`src/logic/cbcs_pkg.sv`:
```
`default_nettype none
package cbcs_pkg;
  // ********************************
  // clock and timing
  // ********************************
  localparam int unsigned CLK_HZ        = 25_000_000;
  localparam int unsigned TICK_PERIOD_S = 1;
  localparam int unsigned TICK_CYCLES   = CLK_HZ * TICK_PERIOD_S;
  localparam int unsigned SECS_PER_HOUR = 3600;
  localparam int unsigned NUM_CELLS     = 8;
  // ********************************
  // register indices (byte address = 4 * index)
  // ********************************
  localparam logic [5:0] IDX_SENSE_RANGE = 6'h07;
  localparam logic [5:0] IDX_CHG_SHORT   = 6'h09;
  localparam logic [5:0] IDX_CELL_BAL    = 6'h0A;
  localparam logic [5:0] IDX_STATUS      = 6'h10;
  localparam logic [5:0] IDX_IRQ_STAT    = 6'h11;
  localparam logic [5:0] IDX_IRQ_MASK    = 6'h12;
  localparam logic [7:0] RST_CFG         = 8'h00;
  localparam logic [2:0] RST_MASK        = 3'h0;
  // ********************************
  // field positions
  // ********************************
  localparam int DLY_LSB   = 4;
  localparam int TRIP_LSB  = 0;
  localparam int MODE_LSB  = 6;
  localparam int TMO_LSB   = 4;
  localparam int VOLT_LSB  = 0;
  localparam int IRQ_START = 0;
  localparam int IRQ_TMO   = 1;
  localparam int IRQ_STOP  = 2;
  // ********************************
  // modes, decode steps, states
  // ********************************
  localparam logic [1:0] MODE_OFF    = 2'h0;
  localparam logic [1:0] MODE_ALWAYS = 2'h1;
  localparam logic [1:0] MODE_CHG    = 2'h2;
  localparam logic [1:0] MODE_CHG_TO = 2'h3;
  localparam logic [9:0]  DLY_STEP_US = 10'h03C;
  localparam logic [8:0]  TRIP0_BASE  = 9'h00A;
  localparam logic [8:0]  TRIP0_STEP  = 9'h005;
  localparam logic [8:0]  TRIP1_BASE  = 9'h032;
  localparam logic [8:0]  TRIP1_STEP  = 9'h019;
  localparam logic [11:0] VOLT_TOP_MV = 12'hF3C;
  localparam logic [11:0] VOLT_STEP   = 12'h064;

  typedef enum logic [1:0] {ST_IDLE, ST_BAL, ST_LOCK} cbcs_state_type;

  function automatic logic [9:0] dly_us(input logic [3:0] sel);
    dly_us = DLY_STEP_US * 10'(sel) + DLY_STEP_US;
  endfunction : dly_us

  function automatic logic [8:0] trip_mv(input logic [3:0] sel, input logic rng);
    trip_mv = rng ? TRIP1_BASE + TRIP1_STEP * 9'(sel) : TRIP0_BASE + TRIP0_STEP * 9'(sel);
  endfunction : trip_mv
endpackage : cbcs_pkg
`default_nettype wire

```
`src/logic/cbcs_tmr_if.sv`:
```
`timescale 1ns/1ns
`default_nettype none
interface cbcs_tmr_if;
  logic       run;
  logic       clear;
  logic [1:0] sel;
  logic       expired;
  modport ctl (output run, output clear, output sel, input expired);
  modport tmr (input run, input clear, input sel, output expired);
endinterface : cbcs_tmr_if
`default_nettype wire

```
`src/logic/cbcs_timer.sv`:
```
`timescale 1ns/1ns
`default_nettype none
module cbcs_timer #(
  parameter int unsigned TICK_CYCLES   = cbcs_pkg::TICK_CYCLES,
  parameter int unsigned SECS_PER_HOUR = cbcs_pkg::SECS_PER_HOUR
) (
  // clock and reset
  input wire logic i_core_clk,
  input wire logic i_rst,
  input wire logic i_ce,
  // control
  cbcs_tmr_if.tmr  tif
);
  logic [24:0] pre_q;
  logic [14:0] sec_q;
  logic        exp_q;
  wire         tick  = pre_q == 25'(TICK_CYCLES - 1);
  wire  [14:0] limit = 15'(SECS_PER_HOUR) << tif.sel;

  always_ff @(posedge i_core_clk or posedge i_rst)
  begin
    if (i_rst)
    begin
      pre_q <= 25'h0;
      sec_q <= 15'h0;
      exp_q <= 1'b0;
    end
    else if (i_ce)
    begin
      if (tif.clear || !tif.run)
      begin
        pre_q <= 25'h0;
        sec_q <= 15'h0;
        exp_q <= 1'b0;
      end
      else if (!exp_q)
      begin
        pre_q <= tick ? 25'h0 : pre_q + 25'h1;
        if (tick)
        begin
          sec_q <= sec_q + 15'h1;
          exp_q <= (sec_q + 15'h1) == limit;
        end
      end
    end
  end
  assign tif.expired = exp_q;
endmodule : cbcs_timer
`default_nettype wire

```
`src/logic/cbcs_decode.sv`:
```
`timescale 1ns/1ns
`default_nettype none
module cbcs_decode (
  // clock and reset
  input  wire logic        i_core_clk,
  input  wire logic        i_rst,
  input  wire logic        i_ce,
  // configuration
  input  wire logic [7:0]  i_chg_short_config,
  input  wire logic        i_sense_gain_range,
  input  wire logic [3:0]  i_balance_volt_sel,
  // decoded settings
  output logic      [9:0]  o_delay_us,
  output logic             o_delay_rsvd,
  output logic      [8:0]  o_trip_mv,
  output logic      [11:0] o_volt_mv
);
  wire [3:0] dsel = i_chg_short_config[cbcs_pkg::DLY_LSB +: 4];
  wire [3:0] tsel = i_chg_short_config[cbcs_pkg::TRIP_LSB +: 4];

  always_ff @(posedge i_core_clk or posedge i_rst)
  begin
    if (i_rst)
    begin
      o_delay_us   <= 10'h0;
      o_delay_rsvd <= 1'b1;
      o_trip_mv    <= 9'h0;
      o_volt_mv    <= 12'h0;
    end
    else if (i_ce)
    begin
      o_delay_us   <= cbcs_pkg::dly_us(dsel);
      o_delay_rsvd <= dsel == 4'h0;
      o_trip_mv    <= cbcs_pkg::trip_mv(tsel, i_sense_gain_range);
      o_volt_mv    <= cbcs_pkg::VOLT_TOP_MV - cbcs_pkg::VOLT_STEP * 12'(i_balance_volt_sel);
    end
  end
endmodule : cbcs_decode
`default_nettype wire

```
`src/logic/cbcs_top.sv`:
```
`timescale 1ns/1ns
`default_nettype none
module cbcs_top #(
  parameter int unsigned TICK_CYCLES   = cbcs_pkg::TICK_CYCLES,
  parameter int unsigned SECS_PER_HOUR = cbcs_pkg::SECS_PER_HOUR
) (
  // clock, reset, enable
  input  wire logic        i_core_clk,
  input  wire logic        i_rst,
  input  wire logic        i_ce,
  // apb slave
  input  wire logic        i_psel,
  input  wire logic        i_penable,
  input  wire logic        i_pwrite,
  input  wire logic [7:0]  i_paddr,
  input  wire logic [31:0] i_pwdata,
  output logic      [31:0] o_prdata,
  output logic             o_pready,
  output logic             o_pslverr,
  // analog side
  input  wire logic        i_charger_present,
  input  wire logic [7:0]  i_cell_at_thresh,
  output logic      [7:0]  o_bleed_en,
  // decoded settings
  output logic      [9:0]  o_chg_short_delay_us,
  output logic             o_chg_short_delay_rsvd,
  output logic      [10:0] o_chg_short_delay_applied_us,
  output logic      [8:0]  o_chg_short_trip_mv,
  output logic             o_sense_gain_range,
  output logic      [11:0] o_balance_volt_mv,
  // status
  output logic             o_balancing,
  output logic             o_irq
);
  // ********************************
  // configuration registers
  // ********************************
  logic [7:0]  chg_short_config_q;
  logic [7:0]  cell_balance_config_q;
  logic        sense_gain_range_q;
  logic [2:0]  irq_stat_q;
  logic [2:0]  irq_mask_q;
  logic [31:0] prdata_q;
  logic        rdy_q;
  logic [1:0]  mode_prev_q;
  logic [7:0]  bleed_q;
  cbcs_pkg::cbcs_state_type state_q;
  cbcs_pkg::cbcs_state_type state_d;

  wire [1:0] balance_mode_sel    = cell_balance_config_q[cbcs_pkg::MODE_LSB +: 2];
  wire [1:0] balance_timeout_sel = cell_balance_config_q[cbcs_pkg::TMO_LSB +: 2];
  wire [3:0] balance_volt_sel    = cell_balance_config_q[cbcs_pkg::VOLT_LSB +: 4];

  // ********************************
  // apb decode
  // ********************************
  wire [5:0] idx      = i_paddr[7:2];
  wire       hit_rng  = idx == cbcs_pkg::IDX_SENSE_RANGE;
  wire       hit_chs  = idx == cbcs_pkg::IDX_CHG_SHORT;
  wire       hit_bal  = idx == cbcs_pkg::IDX_CELL_BAL;
  wire       hit_st   = idx == cbcs_pkg::IDX_STATUS;
  wire       hit_ist  = idx == cbcs_pkg::IDX_IRQ_STAT;
  wire       hit_imk  = idx == cbcs_pkg::IDX_IRQ_MASK;
  wire       hit_any  = hit_rng | hit_chs | hit_bal | hit_st | hit_ist | hit_imk;
  // a transfer completes only while enabled, so a frozen block stalls the bus
  wire       wr_en    = i_psel & i_penable & o_pready & i_pwrite & hit_any;
  wire [2:0] irq_clr  = (wr_en & hit_ist) ? i_pwdata[2:0] : 3'h0;
  wire [31:0] status_word = {16'h0, bleed_q, 5'h0, i_charger_present,
                             state_q == cbcs_pkg::ST_LOCK, state_q == cbcs_pkg::ST_BAL};
  wire [31:0] rd_mux =
      hit_rng ? {31'h0, sense_gain_range_q} :
      hit_chs ? {24'h0, chg_short_config_q} :
      hit_bal ? {24'h0, cell_balance_config_q} :
      hit_st  ? status_word :
      hit_ist ? {29'h0, irq_stat_q} :
      hit_imk ? {29'h0, irq_mask_q} : 32'h0;

  assign o_pready  = i_ce & rdy_q;
  assign o_pslverr = i_psel & i_penable & o_pready & ~hit_any;
  assign o_prdata  = prdata_q;

  always_ff @(posedge i_core_clk or posedge i_rst)
  begin
    if (i_rst)
    begin
      rdy_q    <= 1'b0;
      prdata_q <= 32'h0;
    end
    else if (i_ce)
    begin
      rdy_q <= i_psel & ~(i_penable & rdy_q);
      if (i_psel && !rdy_q)
        prdata_q <= rd_mux;
    end
  end

  // ********************************
  // register writes and interrupts
  // ********************************
  wire       mode_chg  = balance_mode_sel != mode_prev_q;
  wire       ev_start  = state_q != cbcs_pkg::ST_BAL && state_d == cbcs_pkg::ST_BAL;
  wire       ev_tmo    = state_q == cbcs_pkg::ST_BAL && state_d == cbcs_pkg::ST_LOCK;
  wire       ev_stop   = state_q == cbcs_pkg::ST_BAL && state_d == cbcs_pkg::ST_IDLE;
  wire [2:0] irq_set   = {ev_stop, ev_tmo, ev_start};

  always_ff @(posedge i_core_clk or posedge i_rst)
  begin
    if (i_rst)
    begin
      cell_balance_config_q <= cbcs_pkg::RST_CFG;
      chg_short_config_q    <= cbcs_pkg::RST_CFG;
      sense_gain_range_q    <= 1'b0;
      irq_mask_q            <= cbcs_pkg::RST_MASK;
      irq_stat_q            <= 3'h0;
    end
    else if (i_ce)
    begin
      if (wr_en && hit_chs)
        chg_short_config_q <= i_pwdata[7:0];
      if (wr_en && hit_bal)
        cell_balance_config_q <= i_pwdata[7:0];
      if (wr_en && hit_rng)
        sense_gain_range_q <= i_pwdata[0];
      if (wr_en && hit_imk)
        irq_mask_q <= i_pwdata[2:0];
      // set wins over a write-one clear in the same cycle
      irq_stat_q <= irq_set | (irq_stat_q & ~irq_clr);
    end
  end

  assign o_irq = |(irq_stat_q & irq_mask_q);

  // ********************************
  // balancing controller
  // ********************************
  wire any_at   = |i_cell_at_thresh;
  wire timed    = balance_mode_sel[0];
  wire chg_need = balance_mode_sel[1];
  wire tmr_exp;

  cbcs_tmr_if tmr_if ();

  always_comb
  begin
    state_d = state_q;
    if (mode_chg || balance_mode_sel == cbcs_pkg::MODE_OFF)
      state_d = cbcs_pkg::ST_IDLE;
    else
    begin
      unique case (state_q)
        cbcs_pkg::ST_IDLE:
        begin
          if (any_at && (!chg_need || i_charger_present))
            state_d = cbcs_pkg::ST_BAL;
        end
        cbcs_pkg::ST_BAL:
        begin
          if (chg_need && !i_charger_present)
            state_d = cbcs_pkg::ST_IDLE;
          else if (timed && tmr_exp)
            state_d = cbcs_pkg::ST_LOCK;
        end
        cbcs_pkg::ST_LOCK:
        begin
          if (!chg_need && !any_at)
            state_d = cbcs_pkg::ST_IDLE;
          else if (chg_need && !i_charger_present)
            state_d = cbcs_pkg::ST_IDLE;
        end
        default:
          state_d = cbcs_pkg::ST_IDLE;
      endcase
    end
  end

  always_ff @(posedge i_core_clk or posedge i_rst)
  begin
    if (i_rst)
    begin
      state_q     <= cbcs_pkg::ST_IDLE;
      mode_prev_q <= cbcs_pkg::MODE_OFF;
      bleed_q     <= 8'h00;
    end
    else if (i_ce)
    begin
      state_q     <= state_d;
      mode_prev_q <= balance_mode_sel;
      bleed_q     <= (state_d == cbcs_pkg::ST_BAL) ? i_cell_at_thresh : 8'h00;
    end
  end

  assign o_bleed_en  = bleed_q;
  assign o_balancing = state_q == cbcs_pkg::ST_BAL;

  assign tmr_if.run   = timed && state_q == cbcs_pkg::ST_BAL;
  assign tmr_if.clear = mode_chg || balance_mode_sel == cbcs_pkg::MODE_OFF;
  assign tmr_if.sel   = balance_timeout_sel;
  assign tmr_exp      = tmr_if.expired;

  cbcs_timer #(
    .TICK_CYCLES   (TICK_CYCLES),
    .SECS_PER_HOUR (SECS_PER_HOUR)
  ) u_timer (
    .i_core_clk (i_core_clk),
    .i_rst      (i_rst),
    .i_ce       (i_ce),
    .tif        (tmr_if.tmr)
  );

  // ********************************
  // decoded settings
  // ********************************
  cbcs_decode u_decode (
    .i_core_clk         (i_core_clk),
    .i_rst              (i_rst),
    .i_ce               (i_ce),
    .i_chg_short_config (chg_short_config_q),
    .i_sense_gain_range (sense_gain_range_q),
    .i_balance_volt_sel (balance_volt_sel),
    .o_delay_us         (o_chg_short_delay_us),
    .o_delay_rsvd       (o_chg_short_delay_rsvd),
    .o_trip_mv          (o_chg_short_trip_mv),
    .o_volt_mv          (o_balance_volt_mv)
  );

  assign o_sense_gain_range = sense_gain_range_q;
  assign o_chg_short_delay_applied_us = o_balancing ? {o_chg_short_delay_us, 1'b0}
                                                    : {1'b0, o_chg_short_delay_us};
endmodule : cbcs_top
`default_nettype wire

```
`config.mk`:
```
export PLATFORM = sky130hd
export DESIGN_NAME = cbcs_top
export DESIGN_NICKNAME = d
export VERILOG_FILES = /design/src/logic/cbcs_pkg.sv /design/src/logic/cbcs_tmr_if.sv /design/src/logic/cbcs_timer.sv /design/src/logic/cbcs_decode.sv /design/src/logic/cbcs_top.sv
export SDC_FILE = /design/constraint.sdc
export NUM_CORES = 1
export LEC_CHECK = 0
export BUFFER_PORTS_ARGS = -buffer_cell sky130_fd_sc_hd__buf_2
export CAP_MARGIN = 10
export CORE_MARGIN = 3
export CORE_UTILIZATION = 60
export DETAILED_ROUTE_END_ITERATION = 7
export PLACE_DENSITY = 0.87
export SLEW_MARGIN = 5
export SYNTH_ARGS = -nofsm -noshare
export SYNTH_HDL_FRONTEND = slang
export SYNTH_SLANG_ARGS = --single-unit
```
`constraint.sdc`:
```
create_clock -name i_core_clk -period 8.3 [get_ports i_core_clk]
set_clock_uncertainty 0.05 [all_clocks]
set_input_delay 0.83 -clock i_core_clk [delete_from_list [all_inputs] [get_ports i_core_clk]]
set_output_delay 0.83 -clock i_core_clk [all_outputs]
set_load 0.02 [all_outputs]
```
### Yosys cells after proc, flatten, opt, wreduce, memory -nomap -nowiden

Cells that the tools add are included.

| cells by class | value |
|---|---|
| add/sub/neg operators | 6 |
| multipliers | 4 |
| equal/unequal tests | 15 |
| shifts and indexed selects | 1 |
| mux-type cells | 26 |
| bitwise operators | 20 |
| reductions and logical operators | 35 |

Operators by type and width:

| kind | number |
|---|---|
| $mux 25 | 3 |
| $mux 16 | 4 |
| $mux 15 | 3 |
| $add 25x1->25 const B | 1 |
| $eq 25x25->1 const B | 1 |
| $eq 6x5->1 const B | 3 |
| $mul 5x4->9 const A | 2 |
| $add 15x1->15 const B | 1 |
| $eq 15x15->1 | 1 |
| $shl 12x2->15 const A | 1 |
| $logic_and 1x1->1 | 13 |
| $eq 6x4->1 const B | 2 |
| $mux 2 | 6 |
| $reduce_and 2->1 | 6 |
| $sub 12x11->12 const A | 1 |
| $mux 11 | 1 |
| $add 10x6->10 const B | 1 |
| $add 6x9->9 const A | 1 |
| $and 1x1->1 | 9 |
| $mux 3 | 3 |
| $mux 9 | 1 |
| $add 4x7->8 const A | 1 |
| $mul 4x4->8 const A | 1 |
| $mux 8 | 1 |
| 22 further kinds | 40 |

| storage, ports and cells | value |
|---|---|
| flip-flop bits (word level) | 141 |
| input bits | 55 |

### Longest topological paths before layout

| depth | value |
|---|---|
| depth after elaboration | 12 |
| mapped depth | 11 |
| mapped depth without buffers | 10 |

### Modules after synthesis

A second synthesis with hierarchy kept.

| second synthesis, totals | value |
|---|---|
| cell total of the unflattened synthesis | 744 |
| area total of the unflattened synthesis | 7460.9 µm² |

By module, submodules not included:

| module | instances | cells an instance | area each (µm²) |
|---|---|---|---|
| cbcs_top | 1 | 234 | 2683.8 |
| cbcs_timer | 1 | 281 | 2517.4 |
| cbcs_decode | 1 | 229 | 2259.7 |

### Worst setup path before layout

Ideal clock, no wire load.

| timing path | value |
|---|---|
| path kind | register -> register |
| start point | reg chg_short_config_q[5] |
| end point | reg u_decode.o_delay_us[9] |
| setup time | 0.082 ns |
| arrival | 3.213 ns |
| setup slack | 4.955 ns |
| stages on the path, launching flop included | 11 |
| path buffers | 0 |
| cells stage by stage | dfrtp_1 -> fa_1 -> fa_1 -> ha_1 -> a21o_1 -> a21oi_1 -> xor2_1 -> nand2_1 -> o31a_1 -> or3_1 -> a31oi_1 |

| on the way | value |
|---|---|
| word-level cells in the longest chain between the ends | 2 |

RTL lines:

| what | line | text |
|---|---|---|
| from (decl) | cbcs_top.sv:38 | `logic [7:0] chg_short_config_q;` |
| from (signal assigned) | cbcs_top.sv:111 | `chg_short_config_q <= cbcs_pkg::RST_CFG;` |
| from (signal assigned) | cbcs_top.sv:119 | `chg_short_config_q <= i_pwdata[7:0];` |
| $mul 4x4->8 | cbcs_pkg.sv:51 | `dly_us = DLY_STEP_US * 10'(sel) + DLY_STEP_US;` |
| $add 10x6->10 | cbcs_pkg.sv:51 |  |
| to (signal assigned) | cbcs_decode.sv:32 | `o_delay_us <= cbcs_pkg::dly_us(dsel);` |
| to (decl) | cbcs_decode.sv:13 | `output logic [9:0] o_delay_us,` |

Every way passes these cells.
A chain may end at the register's enable or synchronous reset.

### Worst setup path after layout

| timing path | value |
|---|---|
| start point | reg state_q[1] |
| end point | reg u_timer.sec_q[8] |

| on the way | value |
|---|---|
| word-level cells in the longest chain between the ends | 6 |
| elaborated cells on any way between the ends | 8 |
| classes of those cells | eq/ne: 2; mux: 1; reduce/logical: 5 |

RTL lines:

| what | line | text |
|---|---|---|
| from (decl) | cbcs_top.sv:47 | `cbcs_pkg::cbcs_state_type state_q;` |
| from (signal assigned) | cbcs_top.sv:180 | `state_q <= cbcs_pkg::ST_IDLE;` |
| from (signal assigned) | cbcs_top.sv:186 | `state_q <= state_d;` |
| $eq 2x1->1 * | cbcs_top.sv:195 | `assign tmr_if.run = timed && state_q == cbcs_pkg::ST_BAL;` |
| $logic_and 1x1->1 * | cbcs_top.sv:195 |  |
| $logic_not 1->1 * | cbcs_timer.sv:30 | `if (tif.clear \|\| !tif.run)` |
| $logic_or 1x1->1 * | cbcs_timer.sv:30 |  |
| $ne 2x2->1 (no source line) or $reduce_bool 2->1 (tied branches) | n/a |  |
| $reduce_and 3->1 (no source line) | n/a |  |
| to (signal assigned) | cbcs_timer.sv:41 | `sec_q <= sec_q + 15'h1;` |
| to (decl) | cbcs_timer.sv:15 | `logic [14:0] sec_q;` |

Mark *: on every way between the ends. The rest lies on a longest branch, timed or not.

==> summary.md <==
| Metric | Value |
|---|---|
| Start of the worst register-to-register path | `state_q[1]` |
| HPWL after DPL | `11.8 mm` |
| Netlist area before placement | `7320 µm²` |
| Vertical extent of the die | `116 µm` |
| EDFF count, synth | `0` |
| Leading cell type by number of instances after synthesis | `sky130_fd_sc_hd__dfrtp_1` |
| Number of buffers inserted by post-CTS setup repair | `0` |
| Transition time at the pin with the least slew margin | `approximately 1.0 ns` |
| Biggest area contributors in the synthesized netlist | `sky130_fd_sc_hd__dfrtp_1 41%, sky130_fd_sc_hd__ha_1 7.4%, sky130_fd_sc_hd__nand2_1 4.0%, sky130_fd_sc_hd__nor2_1 3.1%, sky130_fd_sc_hd__xnor2_1 3.1%` |
| Max VDD drop | `0.126 mV` |
| Min-delay src | `u_decode.o_delay_rsvd` |
| Arr. time, crit path | `3.83 ns` |
| Total inserted antenna cells | `0` |
| Count of cell types in the netlist | `71` |
| Crit path required time | `8.57 ns` |
| Die area | `13,600 µm²` |
| Critical Path Most Common Cell | `sky130_fd_sc_hd__nor2_1` |
| Setup repair after global routing missed its margin | `false` |
| Clock transition at the registers of the reported paths | `approximately 0.060 ns` |
| Routability congestion estimate | `0.902` |
| Global-route wire length before repair | `28.6 mm` |
| PnR Total Power | `1500 µW` |
| Die Wd | `116 µm` |
| Placeable core area | `11,700 µm²` |
| Setup-violating endpoint count in the final report | `0` |
| TritonCTS clock tree | `built` |
| Slowest stage delay, CP | `0.68 ns` |
| Kind of end point of the critical path | `flop` |
| Sequential cell area | `3030 µm²` |
| Warning count from the yosys run | `0` |
| Cells along the critical path | `nand2b_1 -> or3_1 -> nor2_1 -> nor2_1 -> and2_1 -> nand2b_2 -> o31ai_1` |
| Area growth from synthesis to layout | `15.2%` |
| Sink Count | `121` |
| Critical-path cell with the highest stage delay | `sky130_fd_sc_hd__or3_1` |
| Hold_ws | `0.424 ns` |
| Avg Synthesized Cell Area | `9.69 µm²` |
| Source-to-sink clock delay at the later pin of the worst-skew pair | `0.42 ns` |
| Leakage power | `slightly above 0.004 µW` |
| Cell type with the highest aggregate area in the netlist | `sky130_fd_sc_hd__dfrtp_1` |
| Initial DRT Pass Iterations | `7` |
| Layout net count | `944` |
| Setup crit start | `state_q[1]` |
| Clock Tree Root | `sky130_fd_sc_hd__clkbuf_16` |
| Via density | `6.09` |
| Io pins | `143` |
| Buffers from clock root to sink, at most | `2` |
| Antenna Violating Nets Remaining | `0` |
| Pin count of the biggest net entering global routing | `74` |
| Synth Register Bits | `121` |
| Power per cell area | `178 nW/µm²` |
| Fraction of layout cells with a size suffix above 1 | `19.7%` |
| Dpl cells | `963` |
| Outcome | `completed` |
| Total vias in the final route | `6,064` |
| Average wire per standard cell | `17.7 µm` |
| Total of cells resized after clock tree synthesis | `0` |
| Cts bufs inserted | `17` |
| Fraction of the yosys area taken by sequential cells | `41.4%` |
| Path class of the lowest-slack min-delay path | `flop to flop` |
| GR Overflow Total | `0` |
| Crit Path Category | `flop to flop` |
| Effective utilization at floorplan | `62.7%` |
| Fin crit share | `42.9%` |
| Total of hold buffers inserted after clock tree synthesis | `0` |
| Multi-input combinational cell area | `3910 µm²` |
| Most used DFF post-synth | `sky130_fd_sc_hd__dfrtp_1` |
| Nature of the critical path startpoint | `flop` |
| Number of DRC violations after detailed-routing iteration 0 | `about 630` |
| Post-layout minimum cycle time | `3.56 ns` |
| Hold Vio Cnt, Final | `0` |
| Detailed-route wire length | `17.6 mm` |
| CP Max Fanout | `19` |
| Fmax | `0.281 GHz` |
| Std cell rows | `39` |
| Post-route DRC | `0` |
| Layout filler cell count | `783` |
| Proportion of synthesized flip-flops having asynchronous set or reset | `100%` |
| Finished Layout Cells | `995` |
| Port buffer count | `94` |
| Pins Over Slew Limit | `0` |
| Total routing resource utilization after global routing | `26.9%` |
| Share of the synthesized area in the top cell type | `41.0%` |
| Initial antenna violation count | `0` |
| Count of maximum capacitance violations | `0` |
| CTS HTree Levels | `4` |
| Total Neg Setup Slack | `0 ns` |
| Gate count of the mapped netlist | `755` |
| Worst slew margin relative to its limit | `33.1%` |
| Via count of the first global-routing pass | `5,848` |
| Most frequent cells after synthesis | `120 x sky130_fd_sc_hd__dfrtp_1, 78 x sky130_fd_sc_hd__nand2_1, 61 x sky130_fd_sc_hd__nor2_1, 44 x sky130_fd_sc_hd__o21ai_0, 43 x sky130_fd_sc_hd__ha_1` |
==> cell families after synthesis <==
group	Yosys count	synth area share, %
and+or+nand+nor	245	17.1
AOI/OAI and AO/OA	161	14.5
DFF	121	41.4
buffers and inverters	92	6.31
adders and majority gates	50	9.27
xor gates and xnor gates	49	5.87
muxes	36	5.47
other	1	0.0513
==> per-stage QoR <==
step	worst slack (ns)	utilization (%)	cell area (µm²)
5_1_grt	4.48	72.2	8430
3_5_place_dp	4.77	66.6	7760
4_1_cts	4.75	72.2	8430
6_report	4.74	72.2	8430
2_1_floorplan	4.21	-	7400
3_3_place_gp	4.83	66.6	7760
==> worst max-delay path: cells and delay by family, from the launching register on <==
family,cells,cell delay (ns)
and+or+nand+nor,6,2.67
AOI/OAI and AO/OA,1,0.31
DFF,1,0.42
==> cell type report <==
type                            count  share of cell area, %
Sequential cell                   121                   36.0
Clock buffer                       22                   5.63
Clock inverter                     10                   2.24
Inverter                           39                   1.77
Multi-Input combinational cell    563                   46.4
Timing Repair Buffer               97                   5.85
Tap cell                          143                   2.12
==> per-layer routing <==
metal | routed length (µm) | up-vias | GRT usage [%] | share of wire (%)
met5 | 0 | - | 0 | 0
met4 | 612 | 0 | 14.2 | 3.5
met3 | 1180 | 66 | 6.01 | 6.7
met2 | 8840 | 294 | 44.8 | 50
met1 | 6960 | 2917 | 32.8 | 40
li1 | - | 2787 | - | -
==> placed cells by master, fill, tap and decap left out, types with 5 or more instances in the layout <==
master / netlist / routed
sky130_fd_sc_hd__dfrtp_1: 120 / 120
sky130_fd_sc_hd__buf_2: 12 / 94
sky130_fd_sc_hd__nand2_1: 78 / 78
sky130_fd_sc_hd__nor2_1: 61 / 61
sky130_fd_sc_hd__o21ai_0: 44 / 44
sky130_fd_sc_hd__ha_1: 43 / 43
sky130_fd_sc_hd__inv_1: 37 / 36
sky130_fd_sc_hd__a21oi_1: 35 / 35
sky130_fd_sc_hd__xnor2_1: 26 / 26
sky130_fd_sc_hd__xor2_1: 23 / 23
sky130_fd_sc_hd__nand3_1: 22 / 22
sky130_fd_sc_hd__conb_1: 1 / 22
sky130_fd_sc_hd__a22o_1: 19 / 19
sky130_fd_sc_hd__clkbuf_16: 0 / 17
sky130_fd_sc_hd__mux2_2: 16 / 16
sky130_fd_sc_hd__mux2_1: 16 / 16
sky130_fd_sc_hd__nand4_1: 14 / 14
sky130_fd_sc_hd__o21ai_1: 12 / 12
sky130_fd_sc_hd__o31ai_1: 9 / 9
sky130_fd_sc_hd__nand2b_1: 8 / 8
sky130_fd_sc_hd__nor3_1: 8 / 8
sky130_fd_sc_hd__fa_1: 7 / 7
sky130_fd_sc_hd__or3_1: 6 / 6
sky130_fd_sc_hd__and2_1: 6 / 6
sky130_fd_sc_hd__a22oi_1: 6 / 6
sky130_fd_sc_hd__and3_1: 5 / 5
sky130_fd_sc_hd__nor4_1: 5 / 5
sky130_fd_sc_hd__a31oi_1: 5 / 5
sky130_fd_sc_hd__bufinv_16: 0 / 5
==> flip-flops by register name (all words and copies together) (netlist names) <==
signal / cells
cell_balance_config_q: 8
chg_short_config_q: 8
irq_mask_q: 3
irq_stat_q: 3
mode_prev_q: 2
o_bleed_en: 8
o_prdata: 16
o_sense_gain_range: 1
rdy_q: 1
state_q: 2
u_decode.o_delay_rsvd: 1
u_decode.o_delay_us: 8
u_decode.o_trip_mv: 9
u_decode.o_volt_mv: 10
u_timer.pre_q: 25
u_timer.sec_q: 15
u_timer.tif.expired: 1
==> path summary, 6_finish.rpt <==
path                       slack, ns                     to  cells after the start
max reg2reg                     4.74       u_timer.sec_q[8]                      7
min reg2reg                     0.42  u_decode.o_delay_rsvd                      2
min in group asynchronous       0.45      u_timer.sec_q[10]                      2
max                             4.74       u_timer.sec_q[8]                      7
max in group asynchronous       6.41  u_decode.o_volt_mv[2]                      3
min                             0.42  u_decode.o_delay_rsvd                      2
==> power by group <==
part | internal (µW) | total (µW) | switching [µW] | leakage (µW)
logic | 17.3 | 75.2 | 58.0 | 0.00211
clock network | 558 | 824 | 266 | 0.000321
registers | 595 | 599 | 3.48 | 0.00161
No activity file was read; power rests on OpenSTA's default activity.
